$ cat config.mk
export PLATFORM = sky130hd
export DESIGN_NAME = iso_transmit_context_control
export DESIGN_NICKNAME = d
export VERILOG_FILES = /design/src/logic/itc_pkg.sv /design/src/logic/start_matcher.sv /design/src/logic/iso_transmit_context_control.sv
export SDC_FILE = /design/constraint.sdc
export NUM_CORES = 1
export LEC_CHECK = 0
export BUFFER_PORTS_ARGS = -buffer_cell sky130_fd_sc_hd__buf_2
export CORE_AREA = 2 2 101 103
export CTS_CLUSTER_SIZE = 20
export DETAILED_ROUTE_END_ITERATION = 8
export DIE_AREA = 0 0 103 105
export PLACE_DENSITY = 0.88
export SYNTH_ARGS = -nofsm -noshare
export SYNTH_HDL_FRONTEND = slang
export SYNTH_HIERARCHICAL = 1
export SYNTH_SLANG_ARGS = --single-unit
$ cat constraint.sdc
create_clock -name clk_in -period 3.5 [get_ports clk_in]
set_input_delay 0.175 -clock clk_in [delete_from_list [all_inputs] [get_ports clk_in]]
set_output_delay 0.175 -clock clk_in [all_outputs]
set_load 0.005 [all_outputs]
$ cat src/logic/itc_pkg.sv
// package of register offsets, control field layout and event codes
// assumes: one context per instance, 32-bit plain register port
package itc_pkg;
   // ******************************************************************
   // register map (word byte addresses)
   // ******************************************************************
   localparam logic [7:0] ADDR_PROGRAM_POINTER = 8'h00;
   localparam logic [7:0] ADDR_CTRL_SET        = 8'h04;
   localparam logic [7:0] ADDR_CTRL_CLEAR      = 8'h08;
   localparam logic [7:0] ADDR_CYCLE_TIME      = 8'h0C;

   // ******************************************************************
   // control field positions
   // ******************************************************************
   localparam int CTL_START_ON_CYCLE_BIT = 31;
   localparam int CTL_START_VALUE_LSB    = 16;
   localparam int CTL_START_VALUE_W      = 15;
   localparam int CTL_RUN_BIT            = 15;
   localparam int CTL_WAKE_BIT           = 12;
   localparam int CTL_DEAD_BIT           = 11;
   localparam int CTL_ACTIVE_BIT         = 10;
   localparam int CTL_EVENT_LSB          = 0;
   localparam int CTL_EVENT_W            = 5;

   // reset values of control state
   localparam logic       RST_RUN    = 1'b0;
   localparam logic       RST_ACTIVE = 1'b0;
   localparam logic       RST_DEAD   = 1'b0;
   localparam logic [4:0] RST_EVENT  = 5'h00;

   // ******************************************************************
   // block-count code
   // ******************************************************************
   localparam int         BLOCK_CODE_W     = 4;
   localparam logic [3:0] BLOCK_CODE_LAST  = 4'h0;
   localparam logic [3:0] BLOCK_CODE_MAX   = 4'h8;

   // cycle time layout: seconds above the 13-bit cycle number
   localparam int CYCLE_NUMBER_W   = 13;
   localparam int CYCLE_NUMBER_LSB = 12;
   localparam int SECONDS_LSB      = 25;

   // completion event codes (arbitrary values)
   localparam logic [4:0] EVT_COMPLETE  = 5'h11;
   localparam logic [4:0] EVT_UNDERRUN  = 5'h04;
   localparam logic [4:0] EVT_DESC_READ = 5'h05;
   localparam logic [4:0] EVT_DATA_READ = 5'h06;
   localparam logic [4:0] EVT_TCODE_ERR = 5'h0B;
   localparam logic [4:0] EVT_UNKNOWN   = 5'h0E;

   // decoded block-count code
   typedef struct packed {
      logic       last;
      logic       valid;
      logic [3:0] count;
   } block_info_t;

   // completion report from the descriptor engine
   typedef struct packed {
      logic       valid;
      logic [4:0] code;
   } completion_t;
endpackage

$ cat src/logic/start_matcher.sv
// start-on-cycle comparator on the cycle start stream
// assumes: cycle start strobe and time come from same clock domain
`timescale 1ns/1ps
module start_matcher
   import itc_pkg::*;
(
   input  wire logic        clk_in,
   input  wire logic        rst_in,
   input  wire logic        cycle_start_in,
   input  wire logic [31:0] bus_cycle_time_in,
   input  wire logic [14:0] start_cycle_value_in,
   output logic             match_out
);
   // ******************************************************************
   // compare two seconds bits plus cycle number, registered
   // ******************************************************************
   logic [14:0] now_cycle;
   assign now_cycle = {bus_cycle_time_in[SECONDS_LSB +: 2],
                       bus_cycle_time_in[CYCLE_NUMBER_LSB +: CYCLE_NUMBER_W]};

   // one-cycle pulse per matching cycle start
   always_ff @(posedge clk_in or posedge rst_in) begin
      if (rst_in) begin
         match_out <= 1'b0;
      end else begin
         match_out <= cycle_start_in && (now_cycle == start_cycle_value_in);
      end
   end
endmodule

$ cat src/logic/iso_transmit_context_control.sv
// control and status of one isochronous transmit context
// assumes: descriptor engine on same clock reports completions and
// consumes the start pulse; software on a plain strobe register port
`timescale 1ns/1ps

module iso_transmit_context_control
   import itc_pkg::*;
(
   input  wire logic        clk_in,
   input  wire logic        rst_in,
   // register port
   input  wire logic [7:0]  addr_in,
   input  wire logic [31:0] wdata_in,
   input  wire logic        wr_in,
   input  wire logic        rd_in,
   output logic [31:0]      rdata_out,
   // cycle timing from the link
   input  wire logic        cycle_start_in,
   input  wire logic [31:0] bus_cycle_time_in,
   // descriptor engine side
   input  wire logic        completion_valid_in,
   input  wire logic [4:0]  completion_code_in,
   input  wire logic        engine_dead_in,
   input  wire logic        wake_consumed_in,
   output logic             start_pulse_out,
   output logic             prefetch_ok_out,
   output logic [27:0]      descriptor_base_address_out,
   output logic [3:0]       block_count_out,
   output logic             program_end_out,
   output logic             code_reserved_out,
   output logic             run_out,
   output logic             active_out
);
   // ******************************************************************
   // block-count decoding
   // ******************************************************************
   function automatic block_info_t decode_block(input logic [3:0] code);
      block_info_t info;
      info.last  = (code == BLOCK_CODE_LAST);
      info.valid = (code <= BLOCK_CODE_MAX);
      info.count = info.valid ? code : 4'h0;
      return info;
   endfunction

   typedef enum logic [2:0] {
      ST_IDLE    = 3'b001,
      ST_WAIT    = 3'b010,
      ST_ACTIVE  = 3'b100
   } ctx_state_t;

   // ******************************************************************
   // registers
   // ******************************************************************
   logic [31:0]  program_pointer;
   logic         start_on_cycle_enable;
   logic [14:0]  start_cycle_value;
   logic         run;
   logic         wake;
   logic         dead;
   logic         active;
   logic [4:0]   event_code;
   ctx_state_t   state;
   ctx_state_t   next_state;
   logic         match;
   block_info_t  block_info;
   completion_t  completion;

   logic wr_ptr;
   logic wr_set;
   logic wr_clr;
   assign wr_ptr = wr_in && (addr_in == ADDR_PROGRAM_POINTER);
   assign wr_set = wr_in && (addr_in == ADDR_CTRL_SET);
   assign wr_clr = wr_in && (addr_in == ADDR_CTRL_CLEAR);

   assign completion.valid = completion_valid_in;
   assign completion.code  = completion_code_in;

   start_matcher u_match (
      .clk_in               (clk_in),
      .rst_in               (rst_in),
      .cycle_start_in       (cycle_start_in),
      .bus_cycle_time_in    (bus_cycle_time_in),
      .start_cycle_value_in (start_cycle_value),
      .match_out            (match)
   );

   // program pointer, plain read/write word
   always_ff @(posedge clk_in or posedge rst_in) begin
      if (rst_in) begin
         program_pointer <= 32'h00000000;
      end else if (wr_ptr) begin
         program_pointer <= wdata_in;
      end
   end

   // pointer split: address above, block code in the low nibble
   assign block_info = decode_block(program_pointer[BLOCK_CODE_W-1:0]);
   assign descriptor_base_address_out = program_pointer[31:4];
   assign block_count_out   = block_info.count;
   assign program_end_out   = block_info.last;
   assign code_reserved_out = ~block_info.valid;

   // ******************************************************************
   // software-owned control bits
   // ******************************************************************
   // run changes only by software set and clear
   always_ff @(posedge clk_in or posedge rst_in) begin
      if (rst_in) begin
         run <= RST_RUN;
      end else if (wr_set && wdata_in[CTL_RUN_BIT]) begin
         run <= 1'b1;
      end else if (wr_clr && wdata_in[CTL_RUN_BIT]) begin
         run <= 1'b0;
      end
   end

   // start value field; reset value arbitrary since undefined
   always_ff @(posedge clk_in or posedge rst_in) begin
      if (rst_in) begin
         start_cycle_value <= 15'h0000;
      end else if (wr_set) begin
         start_cycle_value <= start_cycle_value |
            wdata_in[CTL_START_VALUE_LSB +: CTL_START_VALUE_W];
      end else if (wr_clr) begin
         start_cycle_value <= start_cycle_value &
            ~wdata_in[CTL_START_VALUE_LSB +: CTL_START_VALUE_W];
      end
   end

   // enable: software sets/clears, hardware clears when activating
   always_ff @(posedge clk_in or posedge rst_in) begin
      if (rst_in) begin
         start_on_cycle_enable <= 1'b0;
      end else if (wr_set && wdata_in[CTL_START_ON_CYCLE_BIT]) begin
         start_on_cycle_enable <= 1'b1;
      end else if (wr_clr && wdata_in[CTL_START_ON_CYCLE_BIT]) begin
         start_on_cycle_enable <= 1'b0;
      end else if (state == ST_WAIT && match) begin
         start_on_cycle_enable <= 1'b0;
      end
   end

   // wake: set wins over engine consumption; clear port has no effect
   always_ff @(posedge clk_in or posedge rst_in) begin
      if (rst_in) begin
         wake <= 1'b0;
      end else if (wr_set && wdata_in[CTL_WAKE_BIT]) begin
         wake <= 1'b1;
      end else if (wake_consumed_in) begin
         wake <= 1'b0;
      end
   end

   // ******************************************************************
   // activation state machine
   // ******************************************************************
   // decided on register values, so a pending write is seen next cycle
   always_comb begin
      next_state = state;
      case (state)
         // a dead context in ST_IDLE stays stopped until software drops run; ST_WAIT ignores dead
         ST_IDLE: begin
            if (run && !dead && !start_on_cycle_enable) begin
               next_state = ST_ACTIVE;
            end else if (run && !dead) begin
               next_state = ST_WAIT;
            end
         end
         ST_WAIT: begin
            if (!run) begin
               next_state = ST_IDLE;
            end else if (match || !start_on_cycle_enable) begin
               next_state = ST_ACTIVE;
            end
         end
         ST_ACTIVE: begin
            if (!run || dead) begin
               next_state = ST_IDLE;
            end
         end
         default: next_state = ST_IDLE;
      endcase
   end

   always_ff @(posedge clk_in or posedge rst_in) begin
      if (rst_in) begin
         state <= ST_IDLE;
      end else begin
         state <= next_state;
      end
   end

   // active mirrors the state; hardware only
   always_ff @(posedge clk_in or posedge rst_in) begin
      if (rst_in) begin
         active <= RST_ACTIVE;
      end else begin
         active <= (next_state == ST_ACTIVE);
      end
   end

   // dead: engine reports fatal error, cleared when run drops
   always_ff @(posedge clk_in or posedge rst_in) begin
      if (rst_in) begin
         dead <= RST_DEAD;
      end else if (engine_dead_in && run) begin
         dead <= 1'b1;
      end else if (!run) begin
         dead <= 1'b0;
      end
   end

   // completion status of each final output command
   always_ff @(posedge clk_in or posedge rst_in) begin
      if (rst_in) begin
         event_code <= RST_EVENT;
      end else if (completion.valid) begin
         case (completion.code)
            EVT_COMPLETE, EVT_UNDERRUN, EVT_DESC_READ,
            EVT_DATA_READ, EVT_TCODE_ERR: event_code <= completion.code;
            default:                      event_code <= EVT_UNKNOWN;
         endcase
      end
   end

   // one-cycle start pulse on entering active
   always_ff @(posedge clk_in or posedge rst_in) begin
      if (rst_in) begin
         start_pulse_out <= 1'b0;
      end else begin
         start_pulse_out <= (next_state == ST_ACTIVE) && (state != ST_ACTIVE);
      end
   end

   // engine may fetch the first block while waiting for the match
   assign prefetch_ok_out = (state == ST_WAIT) || active;
   assign run_out         = run;
   assign active_out      = active;

   // ******************************************************************
   // register read
   // ******************************************************************
   // both control ports return one image; reserved bits read zero
   always_ff @(posedge clk_in or posedge rst_in) begin
      if (rst_in) begin
         rdata_out <= 32'h00000000;
      end else if (rd_in) begin
         rdata_out <= 32'h00000000;
         case (addr_in)
            ADDR_PROGRAM_POINTER: rdata_out <= program_pointer;
            ADDR_CTRL_SET, ADDR_CTRL_CLEAR: begin
               rdata_out[CTL_START_ON_CYCLE_BIT] <= start_on_cycle_enable;
               rdata_out[CTL_START_VALUE_LSB +: CTL_START_VALUE_W] <= start_cycle_value;
               rdata_out[CTL_RUN_BIT]    <= run;
               rdata_out[CTL_WAKE_BIT]   <= wake;
               rdata_out[CTL_DEAD_BIT]   <= dead;
               rdata_out[CTL_ACTIVE_BIT] <= active;
               rdata_out[CTL_EVENT_LSB +: CTL_EVENT_W] <= event_code;
            end
            ADDR_CYCLE_TIME: rdata_out <= bus_cycle_time_in;
            default: rdata_out <= 32'h00000000;
         endcase
      end else begin
         rdata_out <= 32'h00000000;
      end
   end
endmodule

==> impl_metrics.py <==
metrics = {
    "logic_synthesis": {
        "syn_nets": 524,
        "synth_seq_cells": 94,
        "seq_area_frac_synth_pct": 48.3,
        "synthDistinctLibCells": 50,
        "synth_area_per_cell_um2": 11.1,
        "ys_warn_count": 6,
        "syn_area_um2": 4870,
        "syn_inst": 439,
    },
    "finish": {
        "stdcell_count": 693,
        "final_core_util_pct": 58.8,
        "drive_gt1_share_pct": 42.3,
        "antenna_cells": 0,
        "stdcell_area_um2": 5670,
        "mostFrequentLayoutCells": "buf_2 (154), dfrtp_1 (93), nor2_1 (39)",
        "fillers": 857,
        "fin_nets": 640,
        "areaGrowthSynthToFinish_pct": 16.5,
        "final_common_cell": "buf_2",
    },
    "die": {
        "core-area_um2": 9640,
        "die_h_um": 105,
        "ioPinCount": 155,
        "num_rows": 36,
        "initial_core_util_pct": 50.5,
        "die-area_um2": 10800,
        "die_w_um": 103,
    },
    "power": {
        "switching_share_pct": 25.9,
        "power.share.clock_pct": 32.6,
        "p_total_mw": 2.04,
        "comb_power_share_pct": 12.1,
        "switchingPower_mw": 0.529,
        "p_int_mw": 1.51,
        "cellPowerDensity_nw_per_um2": 360,
        "leakage_nw": 2.86,
        "irDropWorstVdd_v": 0.000173,
        "p_seq_share_pct": 55.2,
    },
    "sta": {
        "worstMarginPinSlew_ns": 1.11,
        "skew_ns": 0.0126,
        "tns_ns": 0,
        "min_period_ns": 1.88,
        "max_slew_margin_pct": 25.8,
        "final_hold_viol_count": 0,
        "rsz0062_at_grt": "no",
        "slew_viol_final": 0,
        "finalHoldWorstSlack_ns": 0.0243,
        "post-route-period-util_pct": 53.7,
        "fmax_mhz": 532,
        "worst_slack_ns": 1.62,
        "setup_viol": 0,
    },
    "clock_network": {
        "insertion_delay_ns": 0.36,
        "clk_path_buf_depth": 2,
        "cts_made_buffers": 9,
        "path_clk_slew_ns": 0.09,
        "cts_root_buf": "clkbuf_8",
        "htreeDepth": 3,
        "ctsResizeCount": 0,
        "cts_sinks": 94,
        "cts_hold_buf": 1,
        "cts_tree": "built",
        "cts_setup_buffers": 0,
    },
    "setup_path": {
        "endpoint_kind": "register",
        "crit_type": "in2reg",
        "r2r-start": "state[2]",
        "reg2reg_depth": 4,
        "critPathLaunch": "addr_in[3]",
        "reg2reg_to": "start_on_cycle_enable",
        "cp.required_ns": 3.74,
        "crit_fanout": 55,
        "reg2reg_slack_ns": 1.70,
        "crit_end": "program_pointer[30]",
        "critPathLaunchType": "input pin",
        "cp.arrival_ns": 2.12,
    },
    "place": {
        "dpl.cell_count": 676,
        "dpl.hpwl_um": 8890,
        "place.gp.congestion": 0.820,
        "dp_slack_ns": 1.26,
        "dpl-instance-area_um2": 5480,
        "portBuffers": 154,
    },
    "global_routing": {
        "grt_pass1_wl_um": 19500,
        "grt_overflow_total": 0,
        "antenna_found_initial": 0,
        "grt_max_degree": 94,
        "grt_pass1_vias": 3926,
        "grt_usage_pct": 23.4,
    },
    "routing": {
        "routed_wl_um": 12300,
        "vias": 3836,
        "dr.pass1.iters": 4,
        "ant_nets": 0,
        "viasPerCell": 5.54,
        "wire_per_inst_um": 17.7,
        "drc_errors": 0,
        "first_iter_violations": 228,
    },
    "hold_path": {
        "hp-start": "engine_dead_in",
        "min_path_type": "in2reg",
    },
    "flow_run": {
        "maxCapViolCount": 0,
    },
    "outcome": {
        "status": "completed",
    },
}
==> worst min-delay path by stage <==
stage | endpoint | slack, ns | depth (start not counted)
floorplan | u_match/match_out | -0.1 | 1
global placement | u_match/match_out | 0.05 | 2
detailed placement | u_match/match_out | 0.05 | 2
CTS | dead | 0.02 | 2
global route | dead | 0.02 | 2
finish | dead | 0.02 | 2
==> routing by layer <==
metal	vias up	GRT usage [%]	wire length [um]
li1	1782	-	-
met1	1847	30.1	4790
met2	174	37.4	6140
met3	33	5.48	949
met4	0	10.1	394
met5	-	0	0
==> logic make-up (layout without fill, tap and decap cells) <==
logic type	after synthesis	count (layout)	share of synthesized area (%)
multiplexers	51	51	11.4
AO/OA/AOI/OAI	81	81	12.8
flip-flops	94	94	48.3
AND/OR/NAND/NOR	135	135	16.7
XOR/XNOR	16	16	2.88
buffers and inverters	62	183	7.92
==> Yosys cell counts (all sizes together) <==
| cell type | count | share of area [%] |
|---|---|---|
| dfrtp | 93 | 48 |
| nand4 | 4 | 0.51 |
| a211oi | 32 | 6.6 |
| nor2 | 39 | 3.0 |
| clkinv | 1 | 0.077 |
| and3 | 16 | 2.1 |
| nand4b | 1 | 0.18 |
| and2 | 2 | 0.26 |
| o211ai | 1 | 0.15 |
| o211a | 1 | 0.21 |
| a211o | 1 | 0.18 |
| nor3 | 27 | 3.5 |
| xnor2 | 16 | 2.9 |
| a32oi | 1 | 0.18 |
| o21a | 2 | 0.31 |
| nand3 | 1 | 0.10 |
| and3b | 1 | 0.18 |
| inv | 7 | 0.54 |
| o21ai | 7 | 0.72 |
| a21oi | 18 | 1.9 |
| dfstp | 1 | 0.54 |
| mux2 | 34 | 7.9 |
| mux2i | 17 | 3.5 |
| a22oi | 7 | 1.1 |
| or4 | 2 | 0.39 |
| clkbuf | 12 | 0.93 |
| a32o | 1 | 0.21 |
| buf | 42 | 6.4 |
| nor4 | 5 | 1.7 |
| nand2b | 3 | 0.39 |
| or2 | 1 | 0.13 |
| or4b | 2 | 0.49 |
| or3b | 1 | 0.18 |
| nor2b | 24 | 3.1 |
| o22ai | 9 | 1.2 |
| a311o | 1 | 0.21 |
| nand2 | 5 | 0.39 |
| nor3b | 1 | 0.15 |
==> worst max-delay path, stage by stage <==
cell and delay, ns:
buf_2 0.43, or2_2 0.57, nor4_4 0.19, buf_4 0.36, mux2_2 0.38
==> layout make-up <==
| class | count | area, um^2 | share of cell area, % |
|---|---|---|---|
| Tap cell | 133 | 166 | 2.93 |
| Clock buffer | 13 | 159 | 2.80 |
| Timing Repair Buffer | 159 | 811 | 14.3 |
| Inverter | 8 | 32.5 | 0.574 |
| Clock inverter | 3 | 20.0 | 0.353 |
| Sequential cell | 94 | 2350 | 41.5 |
| Multi-Input combinational cell | 283 | 2130 | 37.5 |
==> power groups by stage <==
stage	Combinational, mW	Sequential (mW)	Clock (mW)
after floorplan	0.158	1.14	0
after global placement	0.236	1.15	0
after CTS	0.249	1.13	0.677
after detailed placement	0.247	1.15	0
final	0.247	1.13	0.666
after global routing	0.272	1.13	0.721
Power figures use the tool's default switching activity.
